$ cat src/rtl/drive_status_map.svh
// Register map, protocol codes and timing constants of the drive status bank.
// Assumes inclusion by bare name from any design file that needs them.
`ifndef DRIVE_STATUS_MAP_SVH
`define DRIVE_STATUS_MAP_SVH

// Status word offsets, one word per holding register
`define REG_MODEL_ID 4'h0
`define REG_FIRMWARE_REV 4'h1
`define REG_NODE_NUMBER 4'h2
`define REG_OPERATING_MODE 4'h3
`define REG_MOTOR_ACTIVITY 4'h4
`define REG_ROTATION_DIR 4'h5
`define REG_FAULT_CODE 4'h6
`define REG_MOTION_FLAGS 4'h7
`define REG_INPUT_LEVELS 4'h8
`define REG_OUTPUT_LEVELS 4'h9
`define REG_POSITION_UPPER 4'hA
`define REG_POSITION_LOWER 4'hB
`define REG_COUNT 17'h0000C

// Motion flag bit positions
`define FLAG_POS_REACHED 0
`define FLAG_HOME_DONE 1
`define FLAG_TURNING 2
`define FLAG_ALARM 3
`define FLAG_RELEASED 4
`define FLAG_AT_TARGET 5

// Function codes, exception codes and addressing
`define FN_READ_HOLDING 8'h03
`define FN_WRITE_SINGLE 8'h06
`define FN_WRITE_MULTI 8'h10
`define FN_EXC_FLAG 8'h80
`define EXC_ILLEGAL_FN 8'h01
`define EXC_ILLEGAL_ADDR 8'h02
`define EXC_ILLEGAL_VALUE 8'h03
`define NODE_BROADCAST 8'h00
`define MAX_READ_QTY 16'h007D
`define REQ_FIXED_LEN 8'h08
`define MIN_FRAME_LEN 8'h04

// Frame check
`define CRC_INIT 16'hFFFF
`define CRC_POLY 16'hA001

// Timing
`define CLK_HZ 125000000
`define BAUD_DEFAULT 9600
`define FRAME_GAP_BITS 35

`endif

$ cat src/rtl/drive_status_pkg.sv
// Types shared by the drive status bank and its serial character engines.
// Assumes nothing beyond a SystemVerilog compiler.
package drive_status_pkg;

	typedef enum logic [1:0] {RX_IDLE, RX_START, RX_DATA, RX_STOP} rx_state_t;
	typedef enum logic [1:0] {TX_IDLE, TX_START, TX_DATA, TX_STOP} tx_state_t;
	typedef enum logic [1:0] {LINK_RX, LINK_CHECK, LINK_SEND, LINK_DRAIN} link_state_t;

	typedef struct packed {
		rx_state_t st;
		logic [15:0] cnt;
		logic [2:0] bit_idx;
		logic [7:0] shift;
		logic [7:0] data;
		logic valid;
	} rx_regs_t;

	typedef struct packed {
		tx_state_t st;
		logic [15:0] cnt;
		logic [2:0] bit_idx;
		logic [7:0] shift;
		logic line;
	} tx_regs_t;

	typedef struct packed {
		link_state_t st;
		logic [23:0] idle_cnt;
		logic [7:0] nbytes;
		logic [15:0] crc;
		logic [5:0][7:0] req;
		logic [11:0][15:0] snap;
		logic [7:0] exc;
		logic [3:0] start;
		logic [7:0] qty;
		logic [7:0] tx_idx;
		logic [7:0] tx_len;
		logic [15:0] tx_crc;
		logic de;
	} link_regs_t;

endpackage : drive_status_pkg

$ cat src/rtl/serial_char_rx.sv
// Serial character receiver: start bit, 8 data bits LSB first, one stop bit.
// Assumes line_in is already synchronous to clk.
module serial_char_rx #(
	parameter int BIT_CYCLES = 13020
) (
	// Clock and reset
	input wire logic clk,
	input wire logic rst,
	// Line and received character
	input wire logic line_in,
	output logic [7:0] char_data,
	output logic char_valid
);
	import drive_status_pkg::*;

	rx_regs_t r_r, r_nxt;
	localparam logic [15:0] FULL = 16'(BIT_CYCLES - 1);
	localparam logic [15:0] HALF = 16'(BIT_CYCLES / 2);

	// Elaboration refuses bit times the 16-bit counter cannot hold
	if (BIT_CYCLES < 4 || BIT_CYCLES > 65535) begin : g_bad_bit_cycles
		$error("BIT_CYCLES out of range");
	end

	////////////////////////////////////////////////////////////////////////////
	// Sample each bit at its centre; a short start pulse is taken as noise
	always_comb begin
		r_nxt = r_r;
		r_nxt.valid = 1'b0;
		unique case (r_r.st)
			RX_IDLE: begin
				r_nxt.cnt = 16'h0000;
				if (!line_in) r_nxt.st = RX_START;
			end
			RX_START: begin
				r_nxt.cnt = r_r.cnt + 16'h0001;
				if (r_r.cnt == HALF) begin
					r_nxt.cnt = 16'h0000;
					r_nxt.bit_idx = 3'h0;
					r_nxt.st = line_in ? RX_IDLE : RX_DATA;
				end
			end
			RX_DATA: begin
				r_nxt.cnt = r_r.cnt + 16'h0001;
				if (r_r.cnt == FULL) begin
					r_nxt.cnt = 16'h0000;
					r_nxt.shift = {line_in, r_r.shift[7:1]};
					r_nxt.bit_idx = r_r.bit_idx + 3'h1;
					if (r_r.bit_idx == 3'h7) r_nxt.st = RX_STOP;
				end
			end
			RX_STOP: begin
				r_nxt.cnt = r_r.cnt + 16'h0001;
				if (r_r.cnt == FULL) begin
					r_nxt.st = RX_IDLE;
					r_nxt.data = r_r.shift;
					r_nxt.valid = line_in; // Framing error drops the character
				end
			end
		endcase
	end

	always_ff @(posedge clk or posedge rst) begin
		if (rst) r_r <= '{st: RX_IDLE, default: '0};
		else r_r <= r_nxt;
	end

	assign char_data = r_r.data;
	assign char_valid = r_r.valid;

endmodule : serial_char_rx

$ cat src/rtl/serial_char_tx.sv
// Serial character transmitter: start bit, 8 data bits LSB first, one stop bit.
// Assumes the source holds char_data while char_valid waits for char_ready.
module serial_char_tx #(
	parameter int BIT_CYCLES = 13020
) (
	// Clock and reset
	input wire logic clk,
	input wire logic rst,
	// Character handshake
	input wire logic [7:0] char_data,
	input wire logic char_valid,
	output logic char_ready,
	output logic busy,
	// Line
	output logic line_out
);
	import drive_status_pkg::*;

	tx_regs_t r_r, r_nxt;
	localparam logic [15:0] FULL = 16'(BIT_CYCLES - 1);

	// Elaboration refuses bit times the 16-bit counter cannot hold
	if (BIT_CYCLES < 4 || BIT_CYCLES > 65535) begin : g_bad_bit_cycles
		$error("BIT_CYCLES out of range");
	end

	////////////////////////////////////////////////////////////////////////////
	// One bit period per state step; line idles high
	always_comb begin
		r_nxt = r_r;
		r_nxt.cnt = r_r.cnt + 16'h0001;
		unique case (r_r.st)
			TX_IDLE: begin
				r_nxt.cnt = 16'h0000;
				r_nxt.line = 1'b1;
				if (char_valid) begin
					r_nxt.shift = char_data;
					r_nxt.line = 1'b0;
					r_nxt.st = TX_START;
				end
			end
			TX_START, TX_DATA: begin
				if (r_r.cnt == FULL) begin
					r_nxt.cnt = 16'h0000;
					if (r_r.st == TX_START) r_nxt.bit_idx = 3'h0;
					else r_nxt.bit_idx = r_r.bit_idx + 3'h1;
					if (r_r.st == TX_DATA && r_r.bit_idx == 3'h7) begin
						r_nxt.line = 1'b1;
						r_nxt.st = TX_STOP;
					end else begin
						r_nxt.line = r_r.st == TX_START ? r_r.shift[0] : r_r.shift[1];
						if (r_r.st == TX_DATA) r_nxt.shift = {1'b0, r_r.shift[7:1]};
						r_nxt.st = TX_DATA;
					end
				end
			end
			TX_STOP: begin
				if (r_r.cnt == FULL) r_nxt.st = TX_IDLE;
			end
		endcase
	end

	always_ff @(posedge clk or posedge rst) begin
		if (rst) r_r <= '{st: TX_IDLE, line: 1'b1, default: '0};
		else r_r <= r_nxt;
	end

	assign char_ready = r_r.st == TX_IDLE;
	assign busy = r_r.st != TX_IDLE;
	assign line_out = r_r.line;

endmodule : serial_char_tx

$ cat src/rtl/drive_status_register_bank.sv
// Read-only status holding registers of a stepper-servo drive, served to a
// serial bus master as RTU frames over a half-duplex differential link.
// Assumes the status inputs are synchronous to clk and the line transceiver
// routes line_out onto the pair while line_drive_en is high.
`include "drive_status_map.svh"

module drive_status_register_bank #(
	parameter int BIT_CYCLES = `CLK_HZ / `BAUD_DEFAULT,
	parameter logic [15:0] MODEL_ID = 16'hA5C3, // Arbitrary value
	parameter logic [15:0] FIRMWARE_REV = 16'h0A17 // Arbitrary value
) (
	// Clock and reset
	input wire logic clk,
	input wire logic rst,
	// Serial link
	input wire logic line_in,
	output logic line_out,
	output logic line_drive_en,
	// Drive identity, mode and fault code
	input wire logic [7:0] node_number,
	input wire logic [1:0] operating_mode,
	input wire logic [2:0] fault_code,
	// Motion state
	input wire logic motor_turning,
	input wire logic rotating_clockwise,
	input wire logic position_reached,
	input wire logic homing_done,
	input wire logic alarm_active,
	input wire logic motor_released,
	input wire logic at_target,
	input wire logic [31:0] current_position,
	// Terminal levels, high when valid
	input wire logic pulse_input_terminal,
	input wire logic direction_input_terminal,
	input wire logic general_input_zero,
	input wire logic general_input_one,
	input wire logic general_input_two,
	input wire logic general_input_three,
	input wire logic general_input_four,
	input wire logic general_output_zero,
	input wire logic general_output_one,
	input wire logic general_output_two
);
	import drive_status_pkg::*;

	localparam logic [23:0] GAP_CYCLES = 24'(`FRAME_GAP_BITS * BIT_CYCLES);

	// Elaboration refuses bit times the counters cannot hold
	if (BIT_CYCLES < 4 || BIT_CYCLES > 65535) begin : g_bad_bit_cycles
		$error("BIT_CYCLES out of range");
	end
	if (`FRAME_GAP_BITS * BIT_CYCLES > 24'hFFFFFF) begin : g_bad_gap
		$error("Frame gap too long");
	end

	link_regs_t r_r, r_nxt;

	logic [7:0] rx_data;
	logic rx_valid;
	logic [7:0] tx_data;
	logic tx_valid;
	logic tx_ready;
	logic tx_busy;

	////////////////////////////////////////////////////////////////////////////
	// Character engines on the half-duplex link
	serial_char_rx #(
		.BIT_CYCLES(BIT_CYCLES)
	) u_rx (
		.clk(clk),
		.rst(rst),
		.line_in(line_in),
		.char_data(rx_data),
		.char_valid(rx_valid)
	);

	serial_char_tx #(
		.BIT_CYCLES(BIT_CYCLES)
	) u_tx (
		.clk(clk),
		.rst(rst),
		.char_data(tx_data),
		.char_valid(tx_valid),
		.char_ready(tx_ready),
		.busy(tx_busy),
		.line_out(line_out)
	);

	////////////////////////////////////////////////////////////////////////////
	// Frame check step, reflected polynomial, one byte at a time
	function automatic logic [15:0] crc_step(input logic [15:0] c, input logic [7:0] b);
		logic [15:0] x;
		x = c ^ {8'h00, b};
		for (int k = 0; k < 8; k++) begin
			x = x[0] ? ((x >> 1) ^ `CRC_POLY) : (x >> 1);
		end
		return x;
	endfunction : crc_step

	////////////////////////////////////////////////////////////////////////////
	// Live status words; reserved bits tie to zero
	logic [11:0][15:0] live;

	always_comb begin
		live = '0;
		live[`REG_MODEL_ID] = MODEL_ID;
		live[`REG_FIRMWARE_REV] = FIRMWARE_REV;
		live[`REG_NODE_NUMBER] = {8'h00, node_number};
		live[`REG_OPERATING_MODE] = {14'h0000, operating_mode};
		live[`REG_MOTOR_ACTIVITY] = {15'h0000, motor_turning};
		live[`REG_ROTATION_DIR] = {15'h0000, rotating_clockwise};
		live[`REG_FAULT_CODE] = {13'h0000, fault_code};
		// Bits 6 and up stay zero
		live[`REG_MOTION_FLAGS][`FLAG_POS_REACHED] = position_reached;
		live[`REG_MOTION_FLAGS][`FLAG_HOME_DONE] = homing_done;
		live[`REG_MOTION_FLAGS][`FLAG_TURNING] = motor_turning;
		live[`REG_MOTION_FLAGS][`FLAG_ALARM] = alarm_active;
		live[`REG_MOTION_FLAGS][`FLAG_RELEASED] = motor_released;
		live[`REG_MOTION_FLAGS][`FLAG_AT_TARGET] = at_target;
		// Terminal levels are already valid-high, passed straight through
		live[`REG_INPUT_LEVELS] = {9'h000, general_input_four, general_input_three,
			general_input_two, general_input_one, general_input_zero,
			direction_input_terminal, pulse_input_terminal};
		live[`REG_OUTPUT_LEVELS] = {13'h0000, general_output_two, general_output_one,
			general_output_zero};
		live[`REG_POSITION_UPPER] = current_position[31:16];
		live[`REG_POSITION_LOWER] = current_position[15:0];
	end

	////////////////////////////////////////////////////////////////////////////
	// Request decode on the captured header bytes
	logic [15:0] req_start;
	logic [15:0] req_qty;
	logic [16:0] req_end;
	logic frame_ok;
	logic [7:0] exc_code;
	logic fixed_len_ok;

	assign req_start = {r_r.req[2], r_r.req[3]};
	assign req_qty = {r_r.req[4], r_r.req[5]};
	assign req_end = {1'b0, req_start} + {1'b0, req_qty};
	// A clean remainder of zero proves the trailing check bytes
	assign frame_ok = r_r.nbytes >= `MIN_FRAME_LEN && r_r.crc == 16'h0000
		&& (r_r.req[0] == node_number || r_r.req[0] == `NODE_BROADCAST);
	assign fixed_len_ok = r_r.nbytes == `REQ_FIXED_LEN;

	always_comb begin
		exc_code = 8'h00;
		unique case (r_r.req[1])
			`FN_READ_HOLDING: begin
				if (req_qty == 16'h0000 || req_qty > `MAX_READ_QTY)
					exc_code = `EXC_ILLEGAL_VALUE;
				else if (req_end > `REG_COUNT)
					exc_code = `EXC_ILLEGAL_ADDR;
			end
			// Nothing here is writable, so writes are refused untouched
			`FN_WRITE_SINGLE, `FN_WRITE_MULTI: exc_code = `EXC_ILLEGAL_ADDR;
			default: exc_code = `EXC_ILLEGAL_FN;
		endcase
	end

	////////////////////////////////////////////////////////////////////////////
	// Reply byte at the current index: header, payload words, check bytes
	logic [7:0] body_idx;
	logic [3:0] word_sel;
	logic [15:0] word_val;

	assign body_idx = r_r.tx_idx - 8'h03;
	assign word_sel = r_r.start + body_idx[4:1];
	assign word_val = r_r.snap[word_sel];

	always_comb begin
		tx_data = 8'h00;
		if (r_r.tx_idx == 8'h00) begin
			tx_data = r_r.req[0];
		end else if (r_r.tx_idx == 8'h01) begin
			tx_data = r_r.exc != 8'h00 ? (r_r.req[1] | `FN_EXC_FLAG) : r_r.req[1];
		end else if (r_r.tx_idx == r_r.tx_len - 8'h02) begin
			tx_data = r_r.tx_crc[7:0]; // Check bytes go low byte first
		end else if (r_r.tx_idx == r_r.tx_len - 8'h01) begin
			tx_data = r_r.tx_crc[15:8];
		end else if (r_r.tx_idx == 8'h02) begin
			tx_data = r_r.exc != 8'h00 ? r_r.exc : {r_r.qty[6:0], 1'b0};
		end else begin
			// Each word goes high byte first
			tx_data = body_idx[0] ? word_val[7:0] : word_val[15:8];
		end
	end

	assign tx_valid = r_r.st == LINK_SEND;

	////////////////////////////////////////////////////////////////////////////
	// Link sequencing: collect a frame, judge it after the silent gap, answer
	always_comb begin
		r_nxt = r_r;
		unique case (r_r.st)
			LINK_RX: begin
				// Silence counted from the last low level seen on the line
				// A high tail of data bits already counts as silence
				if (!line_in) r_nxt.idle_cnt = 24'h000000;
				else if (r_r.idle_cnt != GAP_CYCLES) r_nxt.idle_cnt = r_r.idle_cnt + 24'h000001;
				if (rx_valid) begin
					if (r_r.nbytes < 8'h06) r_nxt.req[r_r.nbytes[2:0]] = rx_data;
					r_nxt.crc = crc_step(r_r.crc, rx_data);
					if (r_r.nbytes != 8'hFF) r_nxt.nbytes = r_r.nbytes + 8'h01;
				end
				if (r_r.idle_cnt == GAP_CYCLES - 24'h000001 && r_r.nbytes != 8'h00)
					r_nxt.st = LINK_CHECK;
			end
			LINK_CHECK: begin
				r_nxt.st = LINK_RX;
				r_nxt.nbytes = 8'h00;
				r_nxt.crc = `CRC_INIT;
				r_nxt.idle_cnt = 24'h000000;
				// Broadcasts and damaged or odd-length frames get no answer
				if (frame_ok && fixed_len_ok && r_r.req[0] != `NODE_BROADCAST) begin
					// One snapshot keeps both position halves coherent
					r_nxt.snap = live;
					r_nxt.exc = exc_code;
					r_nxt.start = req_start[3:0];
					r_nxt.qty = req_qty[7:0];
					r_nxt.tx_idx = 8'h00;
					r_nxt.tx_crc = `CRC_INIT;
					r_nxt.tx_len = exc_code != 8'h00 ? 8'h05 : 8'h05 + {req_qty[6:0], 1'b0};
					r_nxt.st = LINK_SEND;
				end
			end
			LINK_SEND: begin
				// Own echo and other traffic are ignored while talking
				if (tx_ready) begin
					if (r_r.tx_idx < r_r.tx_len - 8'h02)
						r_nxt.tx_crc = crc_step(r_r.tx_crc, tx_data);
					r_nxt.tx_idx = r_r.tx_idx + 8'h01;
					if (r_r.tx_idx == r_r.tx_len - 8'h01) r_nxt.st = LINK_DRAIN;
				end
			end
			LINK_DRAIN: begin
				// Hold the driver until the last stop bit has left
				if (!tx_busy) begin
					r_nxt.st = LINK_RX;
					r_nxt.idle_cnt = 24'h000000;
				end
			end
		endcase
		r_nxt.de = r_nxt.st == LINK_SEND || r_nxt.st == LINK_DRAIN;
	end

	always_ff @(posedge clk or posedge rst) begin
		if (rst) r_r <= '{st: LINK_RX, crc: `CRC_INIT, tx_crc: `CRC_INIT, default: '0};
		else r_r <= r_nxt;
	end

	assign line_drive_en = r_r.de;

endmodule : drive_status_register_bank

$ cat config.mk
export PLATFORM = sky130hd
export DESIGN_NAME = drive_status_register_bank
export DESIGN_NICKNAME = d
export VERILOG_FILES = /design/src/rtl/drive_status_pkg.sv /design/src/rtl/serial_char_rx.sv /design/src/rtl/serial_char_tx.sv /design/src/rtl/drive_status_register_bank.sv
export VERILOG_INCLUDE_DIRS = /design/src /design/src/rtl
export SDC_FILE = /design/constraint.sdc
export NUM_CORES = 1
export LEC_CHECK = 0
export ABC_AREA = 1
export BUFFER_PORTS_ARGS = -buffer_cell sky130_fd_sc_hd__buf_2
export CORE_ASPECT_RATIO = 0.6
export CORE_MARGIN = 3
export CORE_UTILIZATION = 45
export CTS_CLUSTER_DIAMETER = 150
export DETAILED_ROUTE_END_ITERATION = 16
export HOLD_SLACK_MARGIN = 0.03
export PLACE_DENSITY = 0.6
export SYNTH_ARGS = -nofsm -noshare
export SYNTH_HDL_FRONTEND = slang
export SYNTH_SLANG_ARGS = --single-unit
$ cat constraint.sdc
create_clock -name clk -period 9 [get_ports clk]
set_clock_uncertainty 0.1 [all_clocks]
set_input_delay 0.9 -clock clk [delete_from_list [all_inputs] [get_ports clk]]
set_output_delay 0.9 -clock clk [all_outputs]
set_load 0.02 [all_outputs]
After elaboration in Yosys (flattened, before gate mapping)
Cells that the tools add are included.
{ "word_totals": {"reg_bits": 283, "latchBits": 0, "ram_bits": 0, "rom_bits": 0, "in_bits": 65, "output_inout_bits": 2, "elab_cells": 243, "memories": 0} }
{ "op_classes": {"n_addsub": 13, "multipliers": 0, "n_div": 0, "magnitude_cmp": 8, "n_eq_ne": 45, "shift": 0, "n_mux": 75, "bitwise": 18, "n_reduce_logical": 44} }
{ "ops": {"columns": ["operator", "count"], "rows": [
  ["$mux W16", 19],
  ["$mux W8", 14],
  ["$mux W72", 1],
  ["$pmux W18 S4", 1],
  ["$pmux W24 S3", 1],
  ["$bmux W16 S4", 1],
  ["$pmux W16 S2", 2],
  ["$bwmux W48", 1],
  ["$mux W24", 2],
  ["$mux W48", 1],
  ["$not A2 Y3", 16],
  ["$pmux W24 S2", 1],
  ["$add A16 B1 Y16 const B", 2],
  ["$eq A16 B14 Y1 const B", 2],
  ["$logic_not A16 Y1", 2],
  ["$mux W32", 1],
  ["$reduce_bool A8 Y1", 4],
  ["$xor A16 B8 Y16", 2],
  ["$mux W30", 1],
  ["$mux W29", 1],
  ["$mux W26", 1],
  ["$add A24 B1 Y24 const B", 1],
  ["$demux W8 S3", 1],
  ["$eq A24 B19 Y1 const B", 1],
  ["53 further kinds", 124]
]} }

Longest topological paths before layout
{ "depth": {"word_depth": 30, "depth_mapped": 36, "depth_no_buf": 34} }

Cells and area by module
A second synthesis with hierarchy kept.
{ "unflattened": {"cells_unflattened": 2224, "hier_area_um2": 16485.8} }
{ "modules_own_cells": {"columns": ["mod", "n_inst", "cells_per_inst", "area_per_inst_um2", "seq_area_each_um2"], "rows": [
  ["drive_status_register_bank", 1, 1691, 12453.2, 5170.0],
  ["serial_char_rx", 1, 278, 2184.6, 950.9],
  ["serial_char_tx", 1, 255, 1848.0, 752.0]
]} }

Worst setup path after synthesis
No wires, ideal clock.
{ "synth_path": {"path_kind": "register -> register", "from": "register r_r[25] in the netlist's numbering", "to": "register r_r[14] in the netlist's numbering", "setup_ns": 0.075, "arrival_time_ns": 3.715, "t_required_ns": 8.825, "slack_ns": 5.109, "path_stages_with_launch": 32, "path_buffers": 2, "synth_period_minus_slack_ns": 3.891, "cell_sequence": "dfrtp_1 inv_1 clkbuf_1 ha_1 ha_1 inv_1 fa_1 buf_2 nand3_1 or2_2 nand2_1 nand2_1 nand2_1 nand2_1 nand2_1 nand2_1 nand2_1 nand2_1 nand2_2 nand2_2 nand2_1 nand2_2 nand2_1 nand2_2 nand2_1 nand3_2 nand3_1 nand3_2 nand3_2 nand3_1 nand2_1 nand2_1"} }
{ "synth_between": {"elab_chain_len": 24, "elab_cells_between_ends": 38, "cone_classes": "add/sub (2); order compare (1); eq/ne (5); mux (19); bitwise (9); reduce/logical (2)"} }
{ "synth_rtl": {"columns": ["item", "line_no", "text"], "rows": [
  ["start: declaration", "drive_status_register_bank.sv:56", "link_regs_t r_r, r_nxt;"],
  ["start signal: assignment", "drive_status_register_bank.sv:250", "else r_r <= r_nxt;"],
  ["$sub A5 B2 Y5", "drive_status_register_bank.sv:168", "assign body_idx = r_r.tx_idx - 8'h03;"],
  ["$add A4 B4 Y4", "drive_status_register_bank.sv:169", "assign word_sel = r_r.start + body_idx[4:1];"],
  ["$bmux W16 S4", "drive_status_register_bank.sv:170", "assign word_val = r_r.snap[word_sel];"],
  ["$mux W16 (not written as such)", "drive_status_register_bank.sv:170", null],
  ["$mux W8", "drive_status_register_bank.sv:186", "tx_data = body_idx[0] ? word_val[7:0] : word_val[15:8];"],
  ["$mux W8", "drive_status_register_bank.sv:182", "end else if (r_r.tx_idx == 8'h02) begin"],
  ["$mux W8", "drive_status_register_bank.sv:180", "end else if (r_r.tx_idx == r_r.tx_len - 8'h01) begin"],
  ["$mux W8", "drive_status_register_bank.sv:178", "end else if (r_r.tx_idx == r_r.tx_len - 8'h02) begin"],
  ["[... 3 more ...]", null, null],
  ["$mux W16 or $not A2 Y3 (tied branches) (4 in a row)", null, null],
  ["$not A2 Y3 (no line) or $mux W16 (tied branches)", null, null],
  ["$mux W16 (3 in a row)", "drive_status_register_bank.sv:95", "x = x[0] ? ((x >> 1) ^ `CRC_POLY) : (x >> 1);"],
  ["$not A2 Y3 (no line)", null, null],
  ["$mux W16", "drive_status_register_bank.sv:95", null],
  ["$mux W16", "drive_status_register_bank.sv:231", "if (r_r.tx_idx < r_r.tx_len - 8'h02)"],
  ["$mux W16", "drive_status_register_bank.sv:230", "if (tx_ready) begin"],
  ["$pmux W16 S2", "drive_status_register_bank.sv:196", "unique case (r_r.st)"]
]} }
Parallel ways exist; a longest one is shown, timed or not. The select of a mux whose other input is x is not followed.
A chain may end at the register's enable or synchronous reset.

Final worst setup path
Same ends and word-level chain as after synthesis.

==> impl_metrics.toml <==
[global_route]
grt_pass1_wl_mm = 71.7
grt-ovfl-total = 0
met3_usage_pct = 6.94
use_met1_pct = 40.6
grt_busiest_layer = "met1"
grt_max_degree = 151
antenna_found_initial = 0
grt_usage_pct = 24.4
first_global_vias = 12800
grt.met2_usage_pct = 31.1

[clock_tree]
clock_path_buffers = 3
clk_pin_slew_ns = 0.06
cts_resized = 0
cts_hold_buf = 0
clock_latency_ns = 0.57
cts_max_level = 1
cts_root_buf = "clkbuf_16"
numCtsBuffers = 28
cts_tree = "yes"
cts_sinks = 273
post_cts_buffers = 0

[timing]
worst_pin_slew_ns = 1.14
slew-limit-headroom_pct = 23.4
finalHoldViolCount = 0
fin_crit_ns = 5.51
min_period_over_period_pct = 61.2
finalSetupViolations = 0
fmax_mhz = 181
timing.final.max_slew_violations = 0
fin_ws_ns = 3.49
rsz0062_at_grt = "no"
finalSetupTns_ns = 0

[yosys]
ys_types = 56
synth_area_leaders = "dfrtp_1 (38%), nand2_1 (14%), inv_1 (5.7%), dfstp_2 (5.5%), o21ai_0 (5.4%)"
synth-main-ff-cell = "dfrtp_1"
synth_fp_nets = 2194
yosys-top-cells-count = "nand2_1 (598), inv_1 (241), dfrtp_1 (240)"
syn_inst = 2069
synth.most_common_cell = "nand2_1"
synth_top_area_share_pct = 38.2
yosys_warnings = 0
async_reset_ff_share_pct = 100
syn-cell-area_sq_um = 15700
synth_edf_count = 0
synth_area_leader_cell = "dfrtp_1"
synth_area_per_cell_sq_um = 7.61
yosys_register_bits = 273
yosysSeqAreaShare_pct = 43.7

[pwr]
cellLeakagePower_nw = 8.68
power_density_nw_per_um2 = 145
vdd_ir_drop_max_v = 0.000131

[setup_path]
cp.arrival_ns = 5.91
ff2ff_path_depth = 31
end_kind = "flop"
path_common_cell = "nand2_1"
r2r_start = "r_r[25]"
reg2reg_slack_ns = 3.49
path_max_fanout = 28
critical_path_class = "flop to flop"
required_ns = 9.40
rr_endpoint = "r_r[14]"
cp_slowest_stage_delay_ns = 0.89
slowest_stage = "ha_1"
startpoint_type = "flop"

[die]
dieWidth_um = 247
rows = 52
die_h_um = 151
io_pins = 67
die_area_sq_um = 37300
core-area_sq_um = 34100
start_util_pct = 46.2

[routing]
first_iter_violations = 1220
via_count = 14100
routed_via_density = 5.41
drcViolationCount = 0
antenna_left = 0
routed_wl_mm = 45.4
wl_per_cell_um = 17.5
drt_pass1_iterations = 6

[outcome]
status = "completed"

[hold_path]
hold_depth = 2
hp-class = "flop to flop"
min_from = "r_r[199]"
whs_endpoint = "r_r[199]"

[place]
hpwl_mm = 34.3
portBuffers = 66
place_congestion = 0.989
dp_worst_setup_slack_ns = 3.59

[layout]
area_delta_synth_final_pct = 11.1
drive_gt1_share_pct = 9.99
n_fill_cell = 3357
multi_input_comb_area_sq_um = 7710
antennaDiodeCount = 0
seq_area_sq_um = 6870
fin_nets = 2245

[run]
cap_viol_max_count = 0
==> cell usage in the layout (no fill, tap or decap), types with 7 or more instances in the layout <==
cell type / synthesis / layout
dfstp_2: 33 / 33
clkinv_2: 0 / 8
nor4_1: 27 / 27
or2_2: 9 / 9
nor2_1: 151 / 150
clkbuf_16: 0 / 28
inv_1: 241 / 240
nand3_2: 8 / 8
o211ai_1: 10 / 10
xor2_1: 33 / 33
dfrtp_1: 240 / 240
o31ai_1: 7 / 7
nand3_1: 128 / 128
nand2_2: 20 / 20
nor3_1: 48 / 48
o21ai_0: 171 / 171
nand4_1: 33 / 33
nor3b_1: 9 / 9
buf_2: 11 / 66
a22oi_1: 17 / 17
o22ai_1: 9 / 9
ha_1: 58 / 58
nand2_1: 598 / 598
a21oi_1: 73 / 73
xnor2_1: 23 / 23
a31oi_1: 11 / 11
==> cell type report <==
| type | count | share of cell area [%] |
|---|---|---|
| clock buffers | 35 | 4.50 |
| multi-input cells | 1497 | 44.1 |
| well taps | 459 | 3.28 |
| clock inverters | 17 | 1.20 |
| flip-flops and latches | 273 | 39.3 |
| repair buffers | 73 | 2.26 |
| inverters | 247 | 5.35 |
==> through the flow <==
step / util [%] / instances / hold slack [ns] / area, sq um / total power, W
CTS: 51.3 / 2601 / 0.374 / 17500 / 0.00257
global placement: 48.4 / 2549 / 0.352 / 16500 / 0.00130
floorplan: - / 2069 / 0.333 / 15700 / 0.00127
finish: 51.3 / 2601 / 0.372 / 17500 / 0.00254
detailed placement: 48.4 / 2549 / 0.359 / 16500 / 0.00130
global route: 51.3 / 2601 / 0.399 / 17500 / 0.00262
==> critical path, delay by kind of cell, from the launching register on <==
kind	cells	cell delay, ns
buffers and inverters	2	0.89
adders and majority gates	2	1.30
and+or+nand+nor	27	2.51
DFF	1	0.61
==> where the power goes <==
group	internal [W]	switching, W
Sequential	0.00123	0
Combinational	0.0000128	0.0000346
Clock	0.000738	0.000529
==> how the worst max path moves through the flow <==
stage / start / endpoint / cells past startpoint
final: r_r[25] / r_r[14] / 31
after global routing: r_r[25] / r_r[1] / 31
after CTS: r_r[25] / r_r[1] / 31
after detailed placement: r_r[25] / r_r[14] / 31
after global placement: r_r[25] / r_r[1] / 31
after floorplan: rst / asynchronous set/reset pin / 1
==> cell families after synthesis <==
family                     after synthesis  synth area share (%)
DFF                                    273                  43.7
muxes                                    2                 0.127
buffers and inverters                  299                  7.39
and+or+nand+nor                       1047                  28.8
xor gates and xnor gates                57                  3.22
AOI/OAI and AO/OA                      331                  11.9
adders and majority gates               60                  4.87
==> layer usage <==
layer  wire (um)  vias up
li1            -     6892
met1       24300     6759
met2       16700      372
met3        3960       41
met4         469        0
met5           0        -
Power figures use the tool's default switching activity.
